==> src/inc/uts_pkg.sv <==
// Constants, carriers and state types of the up-link telegram sequencer.
// Assumes one 40 MHz clock; every time figure is turned into cycles here.
package uts_pkg;
  localparam int CLK_HZ = 40_000_000;
  localparam int CYC_PER_US = CLK_HZ / 1_000_000;
  localparam int CW_START_US = 150;
  localparam int AM_SILENT_US = 250;
  localparam int CW_START_CYC = CW_START_US * CYC_PER_US;
  localparam int AM_SILENT_CYC = AM_SILENT_US * CYC_PER_US;
  localparam int BIT_RATE_HZ = 564_480;
  localparam int BIT_CYC = (CLK_HZ + BIT_RATE_HZ / 2) / BIT_RATE_HZ;
  localparam logic [6:0] BIT_LAST = 7'(BIT_CYC - 1);
  localparam logic [7:0] MID_BLANK = 8'(BIT_CYC * 3 / 4);
  localparam logic [7:0] MID_LOST = 8'(BIT_CYC * 3 / 2);
  localparam logic [3:0] LOCK_BITS = 4'h8;
  localparam logic [7:0] FILL_MIN = 8'h4b;
  localparam logic [7:0] FILL_MAX = 8'h80;
  localparam logic [7:0] FILL_LEN = 8'h64;
  localparam logic [7:0] START_WAIT_BITS = 8'hc8;
  localparam logic [8:0] DEFAULT_DEADLINE_BITS = 9'h155;
  localparam int DEF_LEN = 1023;
  localparam logic [9:0] DEF_LAST = 10'(DEF_LEN - 1);
  localparam logic FILL_LEVEL = 1'b1;

  typedef enum logic [1:0] {MODE_IDLE, MODE_DECIDE, MODE_SEND, MODE_SILENT} uts_mode_t;
  typedef enum logic [1:0] {SRC_WAIT, SRC_FWD, SRC_FILL, SRC_DEFAULT} uts_src_t;

  typedef struct packed {
    logic energised;
    logic am_present;
    logic am_toggle;
    logic am_steady;
  } uts_power_t;

  typedef struct packed {
    logic strobe;
    logic value;
    logic ok;
  } uts_rx_bit_t;

  typedef struct packed {
    logic active;
    logic strobe;
    logic bit_val;
  } uts_air_t;
endpackage

==> src/logic/uts_mode_classifier.sv <==
// Transmission mode decision from the kind of powering modulation.
// Assumes the analogue front end flags AM presence and its toggling class.
`timescale 1ns/1ps
module uts_mode_classifier #(
  parameter int SILENT_CYC = uts_pkg::AM_SILENT_CYC
) (
  input wire logic mclk,
  input wire logic resetn,
  input uts_pkg::uts_power_t power,
  output uts_pkg::uts_mode_t mode,
  output logic [13:0] decide_cnt
);
  import uts_pkg::*;

  uts_mode_t mode_reg;
  logic [13:0] cnt_reg;

  assign mode = mode_reg;
  assign decide_cnt = cnt_reg;

  ////////////////////////////////////////////////////////////////////////////
  always_ff @(posedge mclk) begin
    if (!resetn || !power.energised) begin
      mode_reg <= MODE_IDLE;
    end else begin
      case (mode_reg)
        MODE_IDLE: begin
          mode_reg <= power.am_present ? MODE_DECIDE : MODE_SEND;
        end
        MODE_DECIDE: begin
          if (power.am_toggle) begin
            mode_reg <= MODE_SEND;
          end else if (power.am_steady) begin
            mode_reg <= MODE_SILENT;
          end else if (cnt_reg == 14'(SILENT_CYC - 1)) begin
            mode_reg <= MODE_SEND;
          end
        end
        MODE_SEND: mode_reg <= MODE_SEND;
        MODE_SILENT: mode_reg <= MODE_SILENT;
        default: mode_reg <= MODE_IDLE;
      endcase
    end
  end

  always_ff @(posedge mclk) begin
    if (!resetn || mode_reg != MODE_DECIDE) begin
      cnt_reg <= 14'h0000;
    end else begin
      cnt_reg <= cnt_reg + 14'h0001;
    end
  end
endmodule

==> src/logic/uts_biphase_decoder.sv <==
// Decoder for the differential bi-phase serial telegram line.
// Assumes the line is already synchronous to mclk and polarity free.
`timescale 1ns/1ps
module uts_biphase_decoder (
  input wire logic mclk,
  input wire logic resetn,
  input wire logic enable,
  input wire logic line,
  output uts_pkg::uts_rx_bit_t rx
);
  import uts_pkg::*;

  logic line_reg;
  logic letter_reg;
  logic have_reg;
  logic [7:0] gap_reg;
  logic [3:0] lock_reg;
  uts_rx_bit_t rx_reg;
  logic mid;
  logic lost;

  // Edges closer than three quarters of a cell to the last centre edge are
  // cell boundaries; only centre edges carry a letter.
  assign mid = (line != line_reg) && (gap_reg >= MID_BLANK);
  assign lost = gap_reg >= MID_LOST;
  assign rx = rx_reg;

  ////////////////////////////////////////////////////////////////////////////
  always_ff @(posedge mclk) begin
    if (!resetn || !enable) begin
      line_reg <= 1'b0;
      gap_reg <= 8'h00;
    end else begin
      line_reg <= line;
      if (mid) begin
        gap_reg <= 8'h00;
      end else if (gap_reg != 8'hff) begin
        gap_reg <= gap_reg + 8'h01;
      end
    end
  end

  always_ff @(posedge mclk) begin
    if (!resetn || !enable) begin
      letter_reg <= 1'b0;
      have_reg <= 1'b0;
      lock_reg <= 4'h0;
      rx_reg <= '0;
    end else begin
      rx_reg.strobe <= mid && have_reg;
      if (mid) begin
        letter_reg <= line;
        have_reg <= 1'b1;
        rx_reg.value <= (line == letter_reg);
      end else if (lost) begin
        have_reg <= 1'b0;
      end
      if (lost) begin
        lock_reg <= 4'h0;
      end else if (mid && lock_reg != LOCK_BITS) begin
        lock_reg <= lock_reg + 4'h1;
      end
      rx_reg.ok <= !lost && (lock_reg == LOCK_BITS);
    end
  end
endmodule

==> src/logic/uts_sequencer.sv <==
// Up-link telegram sequencer: mode decision, forwarding, fill and default.
// Assumes synchronous inputs at 40 MHz and an external FSK modulator.
`timescale 1ns/1ps
module uts_sequencer #(
  parameter int SILENT_CYC = uts_pkg::AM_SILENT_CYC,
  parameter int CW_LIMIT_CYC = uts_pkg::CW_START_CYC
) (
  input wire logic mclk,
  input wire logic resetn,
  input uts_pkg::uts_power_t power,
  input wire logic serial_telegram_input,
  input wire logic [uts_pkg::DEF_LEN-1:0] stored_telegram,
  output uts_pkg::uts_air_t uplink_air_gap_channel,
  output logic default_active
);
  import uts_pkg::*;

  uts_mode_t mode;
  logic [13:0] decide_cnt;
  uts_rx_bit_t rx;
  uts_src_t src_reg;
  uts_air_t air_reg;
  logic energised;
  logic send_en;
  logic tick;
  logic [6:0] bit_cnt_reg;
  logic [7:0] wait_bits_reg;
  logic [7:0] fill_cnt_reg;
  logic [8:0] since_bad_reg;
  logic [9:0] idx_reg;
  logic [DEF_LEN-1:0] def_mem_reg;
  logic [12:0] cw_wait_reg;

  assign energised = power.energised;
  assign send_en = (mode == MODE_SEND);
  assign tick = (bit_cnt_reg == BIT_LAST);
  assign uplink_air_gap_channel = air_reg;
  assign default_active = (src_reg == SRC_DEFAULT);

  ////////////////////////////////////////////////////////////////////////////
  uts_mode_classifier #(
    .SILENT_CYC(SILENT_CYC)
  ) u_mode (
    .mclk(mclk),
    .resetn(resetn),
    .power(power),
    .mode(mode),
    .decide_cnt(decide_cnt)
  );

  uts_biphase_decoder u_dec (
    .mclk(mclk),
    .resetn(resetn),
    .enable(energised),
    .line(serial_telegram_input),
    .rx(rx)
  );

  ////////////////////////////////////////////////////////////////////////////
  // Local bit clock for fill and default bits; forwarded bits keep the
  // lineside rate, so no buffer is needed between input and output.
  always_ff @(posedge mclk) begin
    if (!resetn || !energised || tick) begin
      bit_cnt_reg <= 7'h00;
    end else begin
      bit_cnt_reg <= bit_cnt_reg + 7'h01;
    end
  end

  // The stored telegram is taken while unpowered so it is stable in a passage.
  always_ff @(posedge mclk) begin
    if (!resetn) begin
      def_mem_reg <= '0;
    end else if (!energised) begin
      def_mem_reg <= stored_telegram;
    end
  end

  ////////////////////////////////////////////////////////////////////////////
  // A run of ones alone cannot reveal the cell phase, so lock needs some zeros
  // from the lineside unit first; until then fill bits are sent, then the default telegram once the start wait and fill run end.
  always_ff @(posedge mclk) begin
    if (!resetn || !energised) begin
      src_reg <= SRC_WAIT;
    end else begin
      case (src_reg)
        SRC_WAIT: begin
          if (rx.ok) begin
            src_reg <= SRC_FWD;
          end else if (tick && wait_bits_reg == START_WAIT_BITS) begin
            src_reg <= SRC_FILL;
          end
        end
        SRC_FWD: begin
          if (!rx.ok) begin
            src_reg <= SRC_FILL;
          end
        end
        SRC_FILL: begin
          if (tick && fill_cnt_reg == FILL_LEN) begin
            src_reg <= SRC_DEFAULT;
          end
        end
        SRC_DEFAULT: src_reg <= SRC_DEFAULT;
        default: src_reg <= SRC_WAIT;
      endcase
    end
  end

  always_ff @(posedge mclk) begin
    if (!resetn || src_reg != SRC_WAIT) begin
      wait_bits_reg <= 8'h00;
    end else if (tick && wait_bits_reg != START_WAIT_BITS) begin
      wait_bits_reg <= wait_bits_reg + 8'h01;
    end
  end

  // Counts constant bits already sent in the fill run.
  // Trailing ones from the lineside unit just before a loss lengthen the run;
  // the fixed count keeps the device's own share well inside the limits.
  always_ff @(posedge mclk) begin
    if (!resetn || src_reg != SRC_FILL) begin
      fill_cnt_reg <= 8'h00;
    end else if (tick && fill_cnt_reg != FILL_LEN) begin
      fill_cnt_reg <= fill_cnt_reg + 8'h01;
    end
  end

  always_ff @(posedge mclk) begin
    if (!resetn || src_reg != SRC_DEFAULT) begin
      idx_reg <= 10'h000;
    end else if (tick) begin
      idx_reg <= (idx_reg == DEF_LAST) ? 10'h000 : idx_reg + 10'h001;
    end
  end

  ////////////////////////////////////////////////////////////////////////////
  // Output bits are sent blind; the link carries no acknowledgement.
  always_ff @(posedge mclk) begin
    if (!resetn || !energised) begin
      air_reg <= '0;
    end else begin
      air_reg.active <= send_en;
      air_reg.strobe <= 1'b0;
      case (src_reg)
        SRC_FWD: begin
          air_reg.strobe <= rx.strobe && send_en;
          air_reg.bit_val <= rx.strobe ? rx.value : air_reg.bit_val;
        end
        SRC_WAIT, SRC_FILL: begin
          air_reg.strobe <= tick && send_en;
          air_reg.bit_val <= FILL_LEVEL;
        end
        SRC_DEFAULT: begin
          air_reg.strobe <= tick && send_en;
          air_reg.bit_val <= def_mem_reg[idx_reg];
        end
        default: air_reg.bit_val <= FILL_LEVEL;
      endcase
    end
  end

  ////////////////////////////////////////////////////////////////////////////
  // Helper counters read only by the checks below.
  always_ff @(posedge mclk) begin
    if (!resetn || src_reg == SRC_FWD || src_reg == SRC_DEFAULT || !energised) begin
      since_bad_reg <= 9'h000;
    end else if (tick) begin
      since_bad_reg <= since_bad_reg + 9'h001;
    end
  end

  always_ff @(posedge mclk) begin
    if (!resetn || !energised || power.am_present || air_reg.active) begin
      cw_wait_reg <= 13'h0000;
    end else if (cw_wait_reg != 13'h1fff) begin
      cw_wait_reg <= cw_wait_reg + 13'h0001;
    end
  end
endmodule

==> config.mk <==
export PLATFORM = sky130hd
export DESIGN_NAME = uts_sequencer
export DESIGN_NICKNAME = d
export VERILOG_FILES = /design/src/inc/uts_pkg.sv /design/src/logic/uts_mode_classifier.sv /design/src/logic/uts_biphase_decoder.sv /design/src/logic/uts_sequencer.sv
export SDC_FILE = /design/constraint.sdc
export NUM_CORES = 2
export LEC_CHECK = 0
export ABC_AREA = 1
export BUFFER_PORTS_ARGS = -buffer_cell sky130_fd_sc_hd__clkbuf_2
export CORE_AREA = 4 4 405 407
export CTS_CLUSTER_DIAMETER = 200
export DETAILED_ROUTE_END_ITERATION = 16
export DIE_AREA = 0 0 409 411
export PLACE_DENSITY = 0.47
export SYNTH_ARGS = -nofsm -noshare
export SYNTH_HDL_FRONTEND = slang
export SYNTH_HIERARCHICAL = 1
export SYNTH_SLANG_ARGS = --single-unit
==> constraint.sdc <==
create_clock -name mclk -period 2.9 [get_ports mclk]
set_input_delay 0.29 -clock mclk [delete_from_list [all_inputs] [get_ports mclk]]
set_output_delay 0.29 -clock mclk [all_outputs]
set_load 0.02 [all_outputs]
==> metrics.md <==
| Metric | Value |
|---|---|
| Status | finished clean |
| Die width | 409 µm |
| LEAKAGE | 31.4 nW |
| Worst r2r src | idx_reg[0]$_SDFFE_PP0P_ |
| Fmax | 366 MHz |
| Seq cells post-synth | 1,095 |
| Top cells by area, synth | dfxtp_1, o21ai_0, nor2_1 |
| Post-synthesis mux area share | 0 |
| Worst path arrival time | 3370 ps |
| Initial Util | 0.303 |
| Crit-path slowest cell | dfxtp_4 |
| CTS tree | built |
| Post-DP Area | 0.0565 mm² |
| Clk slew on worst S/H paths | 60 ps |
| Top-area cell type share of the netlist area | 0.451 |
| CTS buffer count | 130 |
| CTS root buffer | clkbuf_16 |
| Hold Path Origin | stored_telegram[344] |
| Syn avg cell area | 6.81 µm² |
| Yosys cell types | 44 |
| Crit-path cells | buf_12, buf_6, buf_12, buf_12, buf_16, o211ai_1, a21oi_1, nor2_1, nand2_1, nand3_2, nand3_4, nand3_2, nand3_2, buf_6, nand3_1, nand3_1, nand2_1, a21oi_1 |
| Die area | 0.168 mm² |
| Area growth syn-to-layout | 47.8% |
| Initial DRC count | 4,265 |
| Layout cells sized above 1 | 0.169 |
| Largest family of logic cells by synthesized area | simple AND/OR/NAND/NOR gates |
| Tightest Pin Transition | 1020 ps |
| CP max stage delay | 410 ps |
| Worst R2R Setup Slack | 170 ps |
| Clock share of power | 0.431 |
| Total core area | 0.160 mm² |
| WHS | 30.1 ps |
| Worst Setup SP | idx_reg[0]$_SDFFE_PP0P_ |
| Main synth FF type | dfxtp_1 |
| Critical path data required time | 3540 ps |
| Vias | 55,600 |
| Net Sw Frac | 0.263 |
| MaxCap Viol Count | 0 |
| # nets final | 10,000 |
| R2R depth | 18 |
| Final Hold Fails | 0 |
| Reg2reg end | uplink_air_gap_channel[0]$_SDFFE_PP0P_ |
| Seq pwr share | 0.437 |
| Hold Path Depth | 3 |
| Cell row count | 147 |
| Worst path bufs/invs | 6 |
| Cell count after synthesis | 7,141 |
| YS warnings | 6 |
| DRT Wirelength | 241,000 µm |
| Gpl congestion | 0.897 |
| Tot Pwr | 37.8 mW |
| Hold EP | def_mem_reg[344]$_SDFFE_PN0N_ |
| Routed Antenna Nets | 0 |
| XOR/XNOR Fraction of Synth Area | 0.00178 |
| Synth Area in Compound Gates | 0.181 |
| Logic pwr share | 0.133 |
| Post-Synth Simple-Gate Area | 0.278 |
| Worst-path maximum fanout | 14 |
| Asr flop ratio synth | 0 |
| H-tree depth | 4 |
| Max reg flops | 1,023 |
| VDD IR max | 0.000543 V |
| Slew margin rel. | 0.314 |
| Startpoint Class | flop |
| Final setup fails | 0 |
| Clock Latency Late Sink | 760 ps |
| Die Span Y | 411 µm |
| Hpwl dp | 168,000 µm |
| Maximum root-to-sink buffer count | 3 |
| Slew Limit Fails | 0 |
| Via-to-Cell Ratio | 4.93 |
| Setup Skew | 16.8 ps |
| Largest net degree at the start of global routing | 185 |
| Mapped Area | 0.0486 mm² |
| Sequential area share after synthesis | 0.451 |
| Residual DRC | 0 |
| Top Ports | 1,034 |
| Vias in the first global route | 54,600 |
| GRT overflow | 0 |
| Total negative setup slack | 0 ps |
| Top delay family on crit path | buffers and inverters |
| Per-cell routed wire length | 21.4 µm |
| Post-route cell area | 0.0719 mm² |
| Fin worst setup slack | 165 ps |
| Crit Path Category | reg2reg |
| Net Sw Power | 9.96 mW |
| First-pass DRT Iterations | 6 |
| Tmin final | 2730 ps |
| Clock sink count | 1,095 |
| Place WS | -379 ps |
| Cell Int Power | 27.8 mW |
| Buffers on Ports | 1,033 |
| Power per cell area | 526 mW/mm² |
| Worst Hold Class | in2reg |
| Fin crit share | 0.943 |
| Crit end category | flop |
| Syn_nets | 8,186 |
| Total track usage | 0.272 |
| Post-synth EDFFs | 0 |
| Initial antenna violation count | 16 |
| Dominant cell type by area after synthesis | dfxtp_1 |
| First-pass GRT wire length | 345,000 µm |
| Adder-cell share of the synthesized area | 0.00386 |
-- layout make-up --
cell class              count  area (µm²)
diodes                     11        27.5
repair inverters            1        11.3
multi-input cells        5044       22800
fillers                 16200       88300
clock buffers             190        3770
clock inverters            38         402
inverters                 449        1740
well taps                2160        2700
flip-flops and latches   1095       21900
repair buffers           2279       18500
-- timing repair --
| action | in CTS | in global routing |
|---|---|---|
| hold buffers | 1012 | 1 |
| gates cloned | 6 | 13 |
| pin swaps | 1 | 11 |
| resized for setup | 22 | 42 |
| buffers inserted | 7 | 9 |
| endpoints found under the hold margin | 1000 | 1 |
| endpoints found under the setup margin | 1 | 1 |
-- kinds of logic (layout without fill, tap and decap cells) --
| kind of cell | Yosys count | count (layout) |
|---|---|---|
| and+or+nand+nor | 3320 | 3320 |
| DFF | 1095 | 1095 |
| buffers and inverters | 1002 | 2957 |
| other | 0 | 11 |
| adders and majority gates | 15 | 15 |
| AOI/OAI and AO/OA | 1700 | 1700 |
| xor gates and xnor gates | 9 | 9 |
-- worst reg2reg max path, cell delays in order (launching register included) --
cell and delay (ps):
dfxtp_4 410, buf_12 160, buf_6 110, buf_12 140, buf_12 160, buf_16 160, o211ai_1 350, a21oi_1 120
nor2_1 120, nand2_1 80, nand3_2 90, nand3_4 90, nand3_2 110, nand3_2 70, buf_6 150, nand3_1 70
nand3_1 70, nand2_1 90, a21oi_1 60
-- worst max-delay path by stage --
stage,to,cells after the start,slack (ps)
after floorplan,uplink_air_gap_channel[0]$_SDFFE_PP0P_,16,1040
after global placement,uplink_air_gap_channel[0]$_SDFFE_PP0P_,16,-400
after detailed placement,uplink_air_gap_channel[0]$_SDFFE_PP0P_,16,-380
after CTS,uplink_air_gap_channel[0]$_SDFFE_PP0P_,15,40
after global routing,uplink_air_gap_channel[0]$_SDFFE_PP0P_,19,-20
final,uplink_air_gap_channel[0]$_SDFFE_PP0P_,18,170
-- cell usage in the layout (no fill, tap or decap), drive strengths merged, types with 5 or more instances in the layout --
cell,instances
nand3,563
o211ai,97
nor3b,11
o21ai,1125
a21oi,462
nor2,1465
clkinv,22
ha,15
bufinv,5
nand3b,30
nor3,22
diode,11
nand4,28
bufbuf,6
inv,458
xor2,7
clkbuf,1233
dfxtp,1095
dlygate4sd3,1013
buf,217
o22ai,6
nand2,1194
-- power by group through the flow --
stage	sequential, mW	clock [mW]	combinational [mW]
floorplan	16.7	0	1.98
global placement	16.8	0	3.83
detailed placement	16.8	0	3.85
CTS	16.5	16.6	4.96
global route	16.6	17.2	5.50
finish	16.5	16.3	5.01
-- synth_stat cells (2+ instances only) --
cell type	number
o21ai_1	8
dfxtp_1	1095
clkinv_1	2
nand3_1	555
buf_6	7
inv_1	441
inv_2	5
a21oi_1	462
buf_1	14
nand2_1	1189
xor2_1	6
nor3b_1	10
nand3b_1	30
or2_2	3
buf_2	140
nor3_1	20
nor3_2	2
o22ai_1	6
xnor2_1	2
nand2_2	5
nand4_1	28
ha_1	15
a211oi_1	2
nor2_2	2
nor2_4	3
clkbuf_1	367
buf_4	24
o21ai_0	1117
nor4_1	2
a31oi_1	3
o211ai_1	97
nand3_2	8
nor2_1	1460
-- metrics by stage --
stage | std cells | util
after global routing | 11300 | 0.448
after detailed placement | 9981 | 0.353
after CTS | 11200 | 0.445
after global placement | 9981 | 0.353
after floorplan | 7141 | -
final | 11300 | 0.449
-- per-layer routing --
metal / vias to the layer above / wire, µm / track usage
li1: 26900 / - / -
met1: 25800 / 103000 / 0.345
met2: 2172 / 108000 / 0.435
met3: 711 / 13600 / 0.0411
met4: 8 / 16000 / 0.166
met5: - / 67 / 0
No activity file was read; power rests on OpenSTA's default activity.
